[src/rtl/tt_timer_two_map.svh]
// register offsets, field positions, reset values and divide counts of the timer
`ifndef TT_TIMER_TWO_MAP_SVH
`define TT_TIMER_TWO_MAP_SVH
`define TT_ADDR_W 3
`define TT_OFF_CONTROL 3'h0
`define TT_OFF_MODE 3'h1
`define TT_OFF_CNT_LO 3'h2
`define TT_OFF_CNT_HI 3'h3
`define TT_OFF_CAP_LO 3'h4
`define TT_OFF_CAP_HI 3'h5
`define TT_OFF_INT_STAT 3'h6
`define TT_OFF_INT_MASK 3'h7
`define TT_CTL_OVF 7
`define TT_CTL_EXT 6
`define TT_CTL_RCLK 5
`define TT_CTL_TRANSMIT_CLOCK_SELECT 4
`define TT_CTL_EXEN 3
`define TT_CTL_RUN 2
`define TT_CTL_CSEL 1
`define TT_CTL_CPRL 0
`define TT_MODE_DOWN_COUNT_ENABLE 0
`define TT_MODE_TWELVE 1
`define TT_INT_OVF 0
`define TT_INT_EXT 1
`define TT_RST_CONTROL 8'h00
`define TT_RST_MODE 8'h00
`define TT_RST_CNT 16'h0000
`define TT_CNT_TOP 16'hFFFF
`define TT_DIV_SIX 6
`define TT_DIV_TWELVE 12
`endif

[src/rtl/tt_pkg.sv]
// types shared by the timer two block
package tt_pkg;
  typedef enum logic [2:0] {
    TT_OFF = 3'b000,
    TT_AUTO = 3'b001,
    TT_UPDN = 3'b010,
    TT_CAPT = 3'b011,
    TT_BAUD = 3'b100
  } tt_mode_t;
endpackage

[src/rtl/tt_timer_two.sv]
// timer two: 16-bit timer/counter with capture, auto-reload, up/down and baud modes
//
// Behaviour
// 16-bit up or down counter, timer or event counter chosen by counter_select.
// timer counts clock divided by 6 or 12; counter counts count-pin falling edges.
// modes: capture, auto-reload up or up/down, baud-rate generation.
// run_control one starts counting; zero stops the timer whatever else is set.
// capture mode without external_enable: overflow sets overflow_flag.
// capture mode with external_enable: falling edge copies count, sets external_flag.
// capture leaves the counter running undisturbed; capture mode never reloads.
// either flag requests the one shared interrupt; software checks both flags.
// down_count_enable resets to zero, so auto-reload counts up only.
// up-only auto-reload overflows at FFFF, sets overflow_flag, loads reload value.
// up-only with external_enable: edge_direction falling edge reloads, sets external_flag.
// up/down with direction high counts up, overflow at FFFF reloads, sets flag.
// up/down with direction low counts down, at reload value loads FFFF.
// up/down: external_flag toggles each wrap and requests no interrupt.
// overflow_flag cleared only by software, never set in baud mode.
// external_flag stays set until software clears it or an up/down wrap toggles it.
// receive clock select picks this timer's overflow, else the other timer's.
// count and direction pins sampled on clk; falling edge is high then low.
// baud mode reloads on every overflow and passes each overflow on.
`include "tt_timer_two_map.svh"
`timescale 1ns/10ps
`default_nettype none
module tt_timer_two #(
  parameter int CNT_W = 16,
  parameter int DIV_SIX = `TT_DIV_SIX,
  parameter int DIV_TWELVE = `TT_DIV_TWELVE
) (
  input wire logic clk_i,
  input wire logic rst_i,
  input wire logic [`TT_ADDR_W-1:0] addr_i,
  input wire logic [7:0] wdata_i,
  input wire logic wr_i,
  input wire logic rd_i,
  output logic [7:0] rdata_o,
  input wire logic count_pin_i,
  input wire logic edge_direction_input_i,
  input wire logic other_timer_ovf_i,
  output logic rx_baud_tick_o,
  output logic tx_baud_tick_o,
  output logic irq_o
);

  initial begin
    if (CNT_W != 16 || DIV_SIX < 2 || DIV_TWELVE < 2 || DIV_TWELVE > 255 || DIV_SIX > 255) begin
      $error("tt_timer_two: unsupported parameter values");
    end
  end

  logic [7:0] ctl_r;
  logic [7:0] mode_r;
  logic [CNT_W-1:0] cnt_r;
  logic [CNT_W-1:0] cap_r;
  logic [1:0] istat_r;
  logic [1:0] imask_r;
  logic [7:0] presc_r;
  logic cpin_s_r;
  logic cpin_p_r;
  logic dir_s_r;
  logic dir_p_r;

  function automatic logic hit(input logic [`TT_ADDR_W-1:0] a,
                               input logic [`TT_ADDR_W-1:0] off,
                               input logic strobe);
    hit = strobe && (a == off);
  endfunction

  logic wr_ctl, wr_mode, wr_clo, wr_chi, wr_rlo, wr_rhi, wr_ist, wr_imk;
  assign wr_ctl = hit(addr_i, `TT_OFF_CONTROL, wr_i);
  assign wr_mode = hit(addr_i, `TT_OFF_MODE, wr_i);
  assign wr_clo = hit(addr_i, `TT_OFF_CNT_LO, wr_i);
  assign wr_chi = hit(addr_i, `TT_OFF_CNT_HI, wr_i);
  assign wr_rlo = hit(addr_i, `TT_OFF_CAP_LO, wr_i);
  assign wr_rhi = hit(addr_i, `TT_OFF_CAP_HI, wr_i);
  assign wr_ist = hit(addr_i, `TT_OFF_INT_STAT, wr_i);
  assign wr_imk = hit(addr_i, `TT_OFF_INT_MASK, wr_i);

  logic run, csel, exen, baud, down_count_enable, twelve;
  assign run = ctl_r[`TT_CTL_RUN];
  assign csel = ctl_r[`TT_CTL_CSEL];
  assign exen = ctl_r[`TT_CTL_EXEN];
  assign baud = ctl_r[`TT_CTL_RCLK] | ctl_r[`TT_CTL_TRANSMIT_CLOCK_SELECT];
  assign down_count_enable = mode_r[`TT_MODE_DOWN_COUNT_ENABLE];
  assign twelve = mode_r[`TT_MODE_TWELVE];

  // mode decode
  tt_pkg::tt_mode_t mode;
  always_comb begin
    if (!run) begin
      mode = tt_pkg::TT_OFF;
    end else if (baud) begin
      mode = tt_pkg::TT_BAUD;
    end else if (ctl_r[`TT_CTL_CPRL]) begin
      mode = tt_pkg::TT_CAPT;
    end else if (down_count_enable) begin
      mode = tt_pkg::TT_UPDN;
    end else begin
      mode = tt_pkg::TT_AUTO;
    end
  end

  // pin sampling
  always_ff @(posedge clk_i or posedge rst_i) begin
    if (rst_i) begin
      cpin_s_r <= 1'b0;
      cpin_p_r <= 1'b0;
      dir_s_r <= 1'b0;
      dir_p_r <= 1'b0;
    end else begin
      cpin_s_r <= count_pin_i;
      cpin_p_r <= cpin_s_r;
      dir_s_r <= edge_direction_input_i;
      dir_p_r <= dir_s_r;
    end
  end

  logic cpin_fall, dir_fall;
  assign cpin_fall = cpin_p_r & ~cpin_s_r;
  assign dir_fall = dir_p_r & ~dir_s_r;

  // prescaler for timer use
  logic [7:0] div_last;
  logic presc_tick;
  assign div_last = twelve ? 8'(DIV_TWELVE - 1) : 8'(DIV_SIX - 1);
  assign presc_tick = (presc_r >= div_last);
  always_ff @(posedge clk_i or posedge rst_i) begin
    if (rst_i) begin
      presc_r <= 8'h00;
    end else if (!run || presc_tick) begin
      presc_r <= 8'h00;
    end else begin
      presc_r <= presc_r + 8'h01;
    end
  end

  // nothing counts while stopped
  logic tick, up, ovf, ext_ev, tf_set, ef_set, ef_tog;
  assign tick = run && (csel ? cpin_fall : presc_tick);
  // direction pin steers only in up/down
  assign up = (mode != tt_pkg::TT_UPDN) || dir_s_r;
  assign ovf = tick && (up ? (cnt_r == `TT_CNT_TOP) : (cnt_r == cap_r));
  assign ext_ev = run && exen && dir_fall && (mode != tt_pkg::TT_UPDN);
  // no overflow flag in baud mode
  assign tf_set = ovf && (mode != tt_pkg::TT_BAUD);
  assign ef_set = ext_ev;
  assign ef_tog = ovf && (mode == tt_pkg::TT_UPDN);

  // sixteen-bit count; a software byte write wins over counting
  always_ff @(posedge clk_i or posedge rst_i) begin
    if (rst_i) begin
      cnt_r <= `TT_RST_CNT;
    end else if (wr_clo) begin
      cnt_r[7:0] <= wdata_i;
    end else if (wr_chi) begin
      cnt_r[15:8] <= wdata_i;
    end else begin
      case (mode)
        tt_pkg::TT_OFF: begin
          cnt_r <= cnt_r;
        end
        // capture keeps counting, wraps without reload
        tt_pkg::TT_CAPT: begin
          if (tick) begin
            cnt_r <= cnt_r + 16'h0001;
          end
        end
        tt_pkg::TT_AUTO: begin
          // external reload
          if (ext_ev) begin
            cnt_r <= cap_r;
          // overflow reload
          end else if (ovf) begin
            cnt_r <= cap_r;
          end else if (tick) begin
            cnt_r <= cnt_r + 16'h0001;
          end
        end
        tt_pkg::TT_UPDN: begin
          // underflow loads top
          if (ovf) begin
            cnt_r <= up ? cap_r : `TT_CNT_TOP;
          end else if (tick) begin
            cnt_r <= up ? cnt_r + 16'h0001 : cnt_r - 16'h0001;
          end
        end
        // baud reload on every overflow
        tt_pkg::TT_BAUD: begin
          if (ovf) begin
            cnt_r <= cap_r;
          end else if (tick) begin
            cnt_r <= cnt_r + 16'h0001;
          end
        end
        default: begin
          cnt_r <= cnt_r;
        end
      endcase
    end
  end

  // capture copy wins over a software write
  always_ff @(posedge clk_i or posedge rst_i) begin
    if (rst_i) begin
      cap_r <= `TT_RST_CNT;
    end else if (ext_ev && mode == tt_pkg::TT_CAPT) begin
      cap_r <= cnt_r;
    end else if (wr_rlo) begin
      cap_r[7:0] <= wdata_i;
    end else if (wr_rhi) begin
      cap_r[15:8] <= wdata_i;
    end
  end

  // control register; hardware set wins over a software clear
  always_ff @(posedge clk_i or posedge rst_i) begin
    if (rst_i) begin
      ctl_r <= `TT_RST_CONTROL;
    end else begin
      if (wr_ctl) begin
        ctl_r[5:0] <= wdata_i[5:0];
      end
      // overflow sets the flag; only software clears it
      if (tf_set) begin
        ctl_r[`TT_CTL_OVF] <= 1'b1;
      end else if (wr_ctl) begin
        ctl_r[`TT_CTL_OVF] <= wdata_i[`TT_CTL_OVF];
      end
      // external flag sticky
      if (ef_set) begin
        ctl_r[`TT_CTL_EXT] <= 1'b1;
      // seventeenth count bit
      end else if (ef_tog) begin
        ctl_r[`TT_CTL_EXT] <= ~ctl_r[`TT_CTL_EXT];
      end else if (wr_ctl) begin
        ctl_r[`TT_CTL_EXT] <= wdata_i[`TT_CTL_EXT];
      end
    end
  end

  // down count disabled from reset
  always_ff @(posedge clk_i or posedge rst_i) begin
    if (rst_i) begin
      mode_r <= `TT_RST_MODE;
    end else if (wr_mode) begin
      mode_r <= {6'h00, wdata_i[1:0]};
    end
  end

  // shared interrupt; toggles in up/down are not requests
  logic irq_raw;
  assign irq_raw = |(istat_r & imask_r);
  always_ff @(posedge clk_i or posedge rst_i) begin
    if (rst_i) begin
      istat_r <= 2'b00;
      imask_r <= 2'b00;
      irq_o <= 1'b0;
    end else begin
      istat_r[`TT_INT_OVF] <= tf_set | (istat_r[`TT_INT_OVF] & ~(wr_ist & wdata_i[`TT_INT_OVF]));
      istat_r[`TT_INT_EXT] <= ef_set | (istat_r[`TT_INT_EXT] & ~(wr_ist & wdata_i[`TT_INT_EXT]));
      if (wr_imk) begin
        imask_r <= wdata_i[1:0];
      end
      irq_o <= irq_raw;
    end
  end

  // serial clock source select
  always_ff @(posedge clk_i or posedge rst_i) begin
    if (rst_i) begin
      rx_baud_tick_o <= 1'b0;
      tx_baud_tick_o <= 1'b0;
    end else begin
      rx_baud_tick_o <= ctl_r[`TT_CTL_RCLK] ? (ovf && mode == tt_pkg::TT_BAUD) : other_timer_ovf_i;
      tx_baud_tick_o <= ctl_r[`TT_CTL_TRANSMIT_CLOCK_SELECT] ? (ovf && mode == tt_pkg::TT_BAUD) : other_timer_ovf_i;
    end
  end

  // read data stands one cycle after the strobe, zero otherwise
  always_ff @(posedge clk_i or posedge rst_i) begin
    if (rst_i) begin
      rdata_o <= 8'h00;
    end else if (rd_i) begin
      case (addr_i)
        `TT_OFF_CONTROL: rdata_o <= ctl_r;
        `TT_OFF_MODE: rdata_o <= mode_r;
        `TT_OFF_CNT_LO: rdata_o <= cnt_r[7:0];
        `TT_OFF_CNT_HI: rdata_o <= cnt_r[15:8];
        `TT_OFF_CAP_LO: rdata_o <= cap_r[7:0];
        `TT_OFF_CAP_HI: rdata_o <= cap_r[15:8];
        `TT_OFF_INT_STAT: rdata_o <= {6'h00, istat_r};
        `TT_OFF_INT_MASK: rdata_o <= {6'h00, imask_r};
        default: rdata_o <= 8'h00;
      endcase
    end else begin
      rdata_o <= 8'h00;
    end
  end

  logic cnt_wr;
  assign cnt_wr = wr_clo | wr_chi;
endmodule
`default_nettype wire

[config.mk]
export PLATFORM = sky130hd
export DESIGN_NAME = tt_timer_two
export DESIGN_NICKNAME = d
export VERILOG_FILES = /design/src/rtl/tt_pkg.sv /design/src/rtl/tt_timer_two.sv
export VERILOG_INCLUDE_DIRS = /design/src /design/src/rtl
export SDC_FILE = /design/constraint.sdc
export NUM_CORES = 1
export LEC_CHECK = 0
export BUFFER_PORTS_ARGS = -buffer_cell sky130_fd_sc_hd__buf_4
export CORE_MARGIN = 2
export CORE_UTILIZATION = 40
export DETAILED_ROUTE_END_ITERATION = 7
export MAX_ROUTING_LAYER = met4
export PLACE_DENSITY_LB_ADDON = 0.3
export SYNTH_ARGS = -nofsm -noshare
export SYNTH_HDL_FRONTEND = slang
export SYNTH_SLANG_ARGS = --single-unit
[constraint.sdc]
create_clock -name clk_i -period 3.5 [get_ports clk_i]
set_input_delay 0.35 -clock clk_i [delete_from_list [all_inputs] [get_ports clk_i]]
set_output_delay 0.35 -clock clk_i [all_outputs]
set_load 0.05 [all_outputs]
==> results of run 1 <==
## registers in the layout, indices dropped and copies added (netlist names)
signal,count
cap_r,16
cnt_r,16
cpin_p_r,1
cpin_s_r,1
ctl_r,8
dir_p_r,1
dir_s_r,1
imask_r,2
irq_o,1
istat_r,2
mode_r,2
presc_r,8
rdata_o,8
rx_baud_tick_o,1
tx_baud_tick_o,1
## repair_timing
action / 4_1_cts / 5_1_grt
hold endpoints to repair: 0 / 0
endpoints found under the setup margin: 0 / 1
hold buffers: 0 / 0
resized for setup: 0 / 1
## layout by cell type, fill, tap and decap left out, drive strengths merged, types with 4 or more instances in the layout
cell type and count:
o211ai 15, a311oi 4, mux2i 23, o21ai 27
inv 18, xor2 14, a21oi 37, or4 5
o21a 5, nor4bb 5, xnor2 25, dfrtp 69
and2 6, clkbuf 10, mux2 11, nand4 28
o22ai 7, o311ai 4, nor4 9, a211o 5
a22o 4, nand3 26, a31oi 11, o31ai 8
and3 8, or2 5, ha 6, or3 5
a21o 4, nand2b 11, buf 72, nor2b 5
nor2 77, o211a 4, nand2 46, nor3 23
a221oi 5, a22oi 11
## worst register-to-register path, stage by stage (launching register included)
cell and delay, ps:
dfrtp_1 420, ha_1 290, o21ai_0 100, o211ai_1 510, o21a_1 460, o21ai_1 130, or3_1 470, nor2_1 480
o311ai_1 230, o211ai_1 140
## cell type report
cell class	instances	area, um^2	area share, %
Tap cell	180	225	3.54
Timing Repair Buffer	72	541	8.49
Sequential cell	69	1730	27.1
Multi-Input combinational cell	534	3510	55.1
Clock buffer	10	229	3.60
Inverter	17	63.8	1.00
Clock inverter	6	71.3	1.12
## worst paths after layout
path | slack, ps | end | startpoint
setup / recovery | 180 | cnt_r[0] | presc_r[2]
hold / removal | 70 | dir_s_r | rst_i
setup reg to reg | 180 | cnt_r[0] | presc_r[2]
hold reg to reg | 380 | cpin_p_r | cpin_s_r
max in group asynchronous | 2610 | cap_r[8] | rst_i
min in group clk_i | 100 | cpin_s_r | count_pin_i
## layer usage
layer | vias to the layer above | wire length (um) | global-route usage, %
li1 | 2573 | - | -
met1 | 2790 | 9420 | 43.4
met2 | 365 | 10000 | 47.8
met3 | 81 | 2160 | 8.05
met4 | 0 | 973 | 13.4
met5 | - | 0 | -
## power groups by stage
stage	combinational, W	clock [W]	sequential, W
after global placement	0.00187	0	0.00154
after global routing	0.00206	0.00102	0.00158
after floorplan	0.00143	0	0.00124
after CTS	0.00187	0.000976	0.00153
final	0.00192	0.000965	0.00155
after detailed placement	0.00186	0	0.00154
## logic make-up after synthesis
family / count (synthesis) / synth area share, %
AOI/OAI and AO/OA: 181 / 22.8
and+or+nand+nor: 269 / 25.4
muxes: 36 / 7.19
DFF: 69 / 31.1
other: 1 / 0.0675
buffers and inverters: 79 / 5.86
xor gates and xnor gates: 39 / 6.15
adders and majority gates: 6 / 1.35
## stage by stage
stage,setup WS (ps),cells
after floorplan,909,682
after global placement,335,872
after detailed placement,359,872
after CTS,330,888
after global routing,72.4,888
final,181,888
==> run summary, run 1 <==
Antenna Nets Post-Route = 0
P_leak = 2.60 nW
area leader, netlist = dfrtp_1
Peak VDD IR = 0.403 mV
Post-Syn Area = 5550 um^2
initial antenna violation count = 0
CTS tree = done
#FFs+latches synth = 69
CP peak stage delay = 510 ps
detailed placer's ending HPWL = 16,500 um
Die Wd = 122 um
Global Route Usage Sum = 32.7%
Switching Share = 47.1%
diode count = 0
post-layout util = 46.4%
setup bufs post-CTS = 0
Clock power frac = 21.7%
first-pass GRT wire length = 34,600 um
synth-to-layout area growth = 14.6%
vias in the first global route = 5,521
Vias = 5,809
EDFF count, synth = 0
number of distinct library cells after synthesis = 75
CP dominant cell by count = o211ai_1
Final Power = 0.00444 W
crit path buf inv count = 0
# rows = 43
combinational power share = 43.3%
Pre-antenna DRT Iters = 6
GR Overflow Total = 0
# clock sinks = 69
starting density of the core = 40.5%
Reg power frac = 35.0%
Max Cap Viol = 0
TNS Setup = 0 ps
# port buffers = 28
syn avg cell area = 8.16 um^2
CP startpoint kind = register
Layout fillers = 1,342
WP depth = 9
io pins = 29
H-tree depth = 3
Residual DRC = 0
list of most frequent post-synthesis cells = 76 x nor2_1, 69 x dfrtp_1, 46 x nand2_1
Syn Inst Count = 680
CP cell instances = ha_1 > o21ai_0 > o211ai_1 > o21a_1 > o21ai_1 > or3_1 > nor2_1 > o311ai_1 > o211ai_1
Setup Viol. Count Final = 0
Worst setup EP type = register
Slew HR = 45.8%
Internal = 0.00235 W
crit path max fanout = 7
Clock Latency Late Sink = 360 ps
WS Path Type = register to register
RSZ-0062 raised after global routing = false
fraction of layout cells with a size suffix above 1 = 16.1%
top cells by area, synth = dfrtp_1 31%, nor2_1 5.1%, mux2i_1 4.1%
Worst-path clk slew = 70 ps
Die Area = 14,800 um^2
final standard cell area without fillers = 6360 um^2
Clock Path Buffers = 2
NetSw = 0.00209 W
Crit-path slowest cell = o211ai_1
drt initial violations = 877
Hold Path Class = input pin to async pin
Final Max Slew Viols = 0
wire length per cell = 25.4 um
Tmin final = 3320 ps
yosys warns = 0
Slew @ Worst Pin = 810 ps
vias per cell = 6.54
WP data arrival = 3590 ps
nets@finish = 727
GP Congestion = 1.08
final period utilization = 94.8%
Top delay family on crit path = compound AO/OA/AOI/OAI gates
most common cell in the synthesized netlist = nor2_1
Reg2Reg Depth = 9
fraction of registers with async set/reset = 100%
Core Footprint = 13,700 um^2
CTS Buf Count = 9
DIE HEIGHT = 122 um
register area share after synthesis = 31.1%
ys flop type = dfrtp_1
Layout Skew = 10.5 ps
hold_ws = 67.6 ps
Power per Cell Area = 697 nW/um^2
area post-placement = 6060 um^2
FMAX = 0.301 GHz
Total Wirelength = 22,600 um
Yosys top cell area share = 31.1%
root buf cell = clkbuf_16
largest net degree at the start of global routing = 33
Worst Path Required = 3770 ps
final hold vios = 0
status = complete, no violations
(Power assumes the default switching activity.)
==> run 2: changes to the inputs <==
--- a/config.mk
+++ b/config.mk
@@ -6,9 +6,10 @@
 export SDC_FILE = /design/constraint.sdc
 export NUM_CORES = 1
 export LEC_CHECK = 0
+export ABC_AREA = 1
 export BUFFER_PORTS_ARGS = -buffer_cell sky130_fd_sc_hd__buf_4
 export CORE_MARGIN = 2
-export CORE_UTILIZATION = 40
+export CORE_UTILIZATION = 60
 export DETAILED_ROUTE_END_ITERATION = 7
 export MAX_ROUTING_LAYER = met4
 export PLACE_DENSITY_LB_ADDON = 0.3
==> run summary, run 2 <==
P_leak = 3.23 nW (was 2.60 nW)
Antenna Nets Post-Route = 0 (unchanged)
Tmin final = 3200 ps (was 3320 ps)
Worst setup EP type = register (unchanged)
nets@finish = 1,001 (was 727)
synth-to-layout area growth = 9.66% (was 14.6%)
Clock Path Buffers = 2 (unchanged)
Post-Syn Area = 5890 um^2 (was 5550 um^2)
final non-filler cell total = 1,115 (was 888)
root buf cell = clkbuf_8 (was clkbuf_16)
starting density of the core = 61.1% (was 40.5%)
#FFs+latches synth = 69 (unchanged)
crit path max fanout = 11 (was 7)
first-pass GRT wire length = 32,000 um (was 34,600 um)
diode count = 0 (unchanged)
Final Max Slew Viols = 0 (unchanged)
CTS tree = done (unchanged)
# port buffers = 28 (unchanged)
syn avg cell area = 6.19 um^2 (was 8.16 um^2)
EDFF count, synth = 0 (unchanged)
Peak VDD IR = 0.438 mV (was 0.403 mV)
most common cell in the synthesized netlist = nand2_1 (was nor2_1)
Slew HR = 48.4% (was 45.8%)
final period utilization = 91.5% (was 94.8%)
register area share after synthesis = 29.3% (was 31.1%)
area leader, netlist = dfrtp_1 (unchanged)
# rows = 36 (was 43)
GR Overflow Total = 0 (unchanged)
Resize count post-CTS = 0 (unchanged)
Power per Cell Area = 666 nW/um^2 (was 697 nW/um^2)
TNS Setup = 0 ps (unchanged)
fraction of layout cells with a size suffix above 1 = 8.96% (was 16.1%)
Global Route Usage Sum = 41.3% (was 32.7%)
vias per cell = 6.17 (was 6.54)
failing checks = DRC
Vias = 6,878 (was 5,809)
Clock Latency Late Sink = 350 ps (was 360 ps)
io pins = 29 (unchanged)
largest net degree at the start of global routing = 62 (was 33)
CTS Buf Count = 9 (unchanged)
Residual DRC = 2 (was 0)
vias in the first global route = 5,974 (was 5,521)
WP data arrival = 3430 ps (was 3590 ps)
top cells by area, synth = dfrtp_1 29%, nand2_1 18%, nand3_1 8.4% (was dfrtp_1 31%, nor2_1 5.1%, mux2i_1 4.1%)
Layout Skew = 11.0 ps (was 10.5 ps)
CP startpoint kind = register (unchanged)
DIE HEIGHT = 103 um (was 122 um)
Total Wirelength = 21,000 um (was 22,600 um)
most frequent cells in the layout = 283 x nand2_1, 99 x nand3_1, 94 x inv_1 (was 76 x nor2_1, 72 x buf_4, 69 x dfrtp_1)
# clock sinks = 69 (unchanged)
placed insts = 1,098 (was 872)
WS Path Type = register to register (unchanged)
Worst Path Required = 3730 ps (was 3770 ps)
number of distinct library cells after synthesis = 38 (was 75)
FMAX = 0.312 GHz (was 0.301 GHz)
final standard cell area without fillers = 6460 um^2 (was 6360 um^2)
Slew @ Worst Pin = 774 ps (was 810 ps)
H-tree depth = 3 (unchanged)
initial antenna violation count = 0 (unchanged)
Hold Path Class = input pin to register (was input pin to async pin)
ys flop type = dfrtp_1 (unchanged)
wire length per cell = 18.8 um (was 25.4 um)
Pre-antenna DRT Iters = 8 (was 6)
detailed placer's ending HPWL = 15,300 um (was 16,500 um)
status = finished, violations left (was complete, no violations)
Layout fillers = 932 (was 1,342)
commonest non-fill, non-tap cell in the layout = nand2_1 (was nor2_1)
area post-placement = 6260 um^2 (was 6060 um^2)
Syn Inst Count = 952 (was 680)
Yosys top cell area share = 29.3% (was 31.1%)
list of most frequent post-synthesis cells = 283 x nand2_1, 99 x nand3_1, 95 x inv_1 (was 76 x nor2_1, 69 x dfrtp_1, 46 x nand2_1)
biggest regs = cap_r (16), cnt_r (16) (unchanged)
RSZ-0062 raised after global routing = false (unchanged)
Max Cap Viol = 0 (unchanged)
Die Wd = 103 um (was 122 um)
Core Footprint = 9640 um^2 (was 13,700 um^2)
post-layout util = 67.0% (was 46.4%)
Worst-path clk slew = 90 ps (was 70 ps)
final hold vios = 0 (unchanged)
drt initial violations = 784 (was 877)
fraction of registers with async set/reset = 100% (unchanged)
Setup Viol. Count Final = 0 (unchanged)
GP Congestion = 1.09 (was 1.08)
Die Area = 10,600 um^2 (was 14,800 um^2)
yosys warns = 0 (unchanged)
run 2: changes by cell type in the layout (fill, tap and decap cells not counted), sizes merged, moves of 14 or more:
cell	change
a21oi	+18
buf	-17
inv	+81
mux2i	-23
nand2	+239
nand3	+74
nor2	+23
o211ai	-14
o21ai	+36
o221ai	+14
xnor2	-25
run 2: kinds of logic (layout without fill, tap and decap cells):
logic type                 count (synthesis)  count (layout)  share of synthesized area [%]
other                                      1               3                         0.0637
DFF                                       69              69                           29.3
and+or+nand+nor                          548             548                           40.3
xor gates and xnor gates                  20              20                           2.97
buffers and inverters                    144             172                           10.0
AOI/OAI and AO/OA                        164             164                           16.0
adders and majority gates                  6               6                           1.27
run 2: power breakdown:
group	switching, W	total (W)	leakage [nW]	internal (W)
Sequential	0.000308	0.00130	0.843	0.000992
Combinational	0.00163	0.00237	2.29	0.000739
Clock	0.000363	0.000635	0.0927	0.000272
Total	0.00230	0.00430	3.23	0.00200
run 2: final cells by class:
class	count	area (um^2)	area share [%]
well taps	133	166	2.58
multi-input cells	741	3580	55.5
clock inverters	7	62.6	0.968
flip-flops and latches	69	1730	26.7
clock buffers	9	124	1.92
inverters	100	375	5.81
repair buffers	56	423	6.55
run 2: path summary, 6_finish.rpt:
path | start | to | cells past startpoint | slack [ps]
worst min-delay path | count_pin_i | cpin_s_r | 1 | 90
worst max register to register | mode_r[1] | cnt_r[8] | 16 | 300
worst max-delay path | mode_r[1] | cnt_r[8] | 16 | 300
worst min register to register | cpin_s_r | cpin_p_r | 0 | 390
min in group asynchronous | rst_i | dir_s_r | 3 | 450
max in group asynchronous | rst_i | cnt_r[1] | 4 | 2040
run 2: routing by layer:
layer	wire length [um]	global-route usage [%]	up-vias
met5	0	-	-
li1	-	-	3211
met2	8680	58.6	485
met1	8200	54.0	3055
met4	1440	22.6	0
met3	2670	10.2	127
run 2: worst max-delay path: stages (launching register included):
cell and delay (ps):
dfrtp_1 450, inv_1 90, ha_1 270, nand2_1 40, nand2_1 50, nand3_1 80, nand4_1 80, nand2_1 60
nor2_2 330, inv_1 340, nor2_2 470, buf_4 240, nand3_1 90, nand3_1 100, nand3_1 70, o21bai_1 210
a21oi_1 90
run 2: what timing repair did:
item,in CTS,in global routing
buffers inserted,0,0
hold buffers,1,0
endpoints found under the hold margin,8,0
run 2: through the flow:
stage | setup slack [ps] | total power (W) | hold slack [ps]
global placement | 514 | 0.00356 | 269
CTS | 441 | 0.00419 | 89.8
floorplan | 1280 | 0.00286 | 354
finish | 298 | 0.00430 | 94.0
detailed placement | 467 | 0.00357 | 269
global route | 84.4 | 0.00458 | 87.7
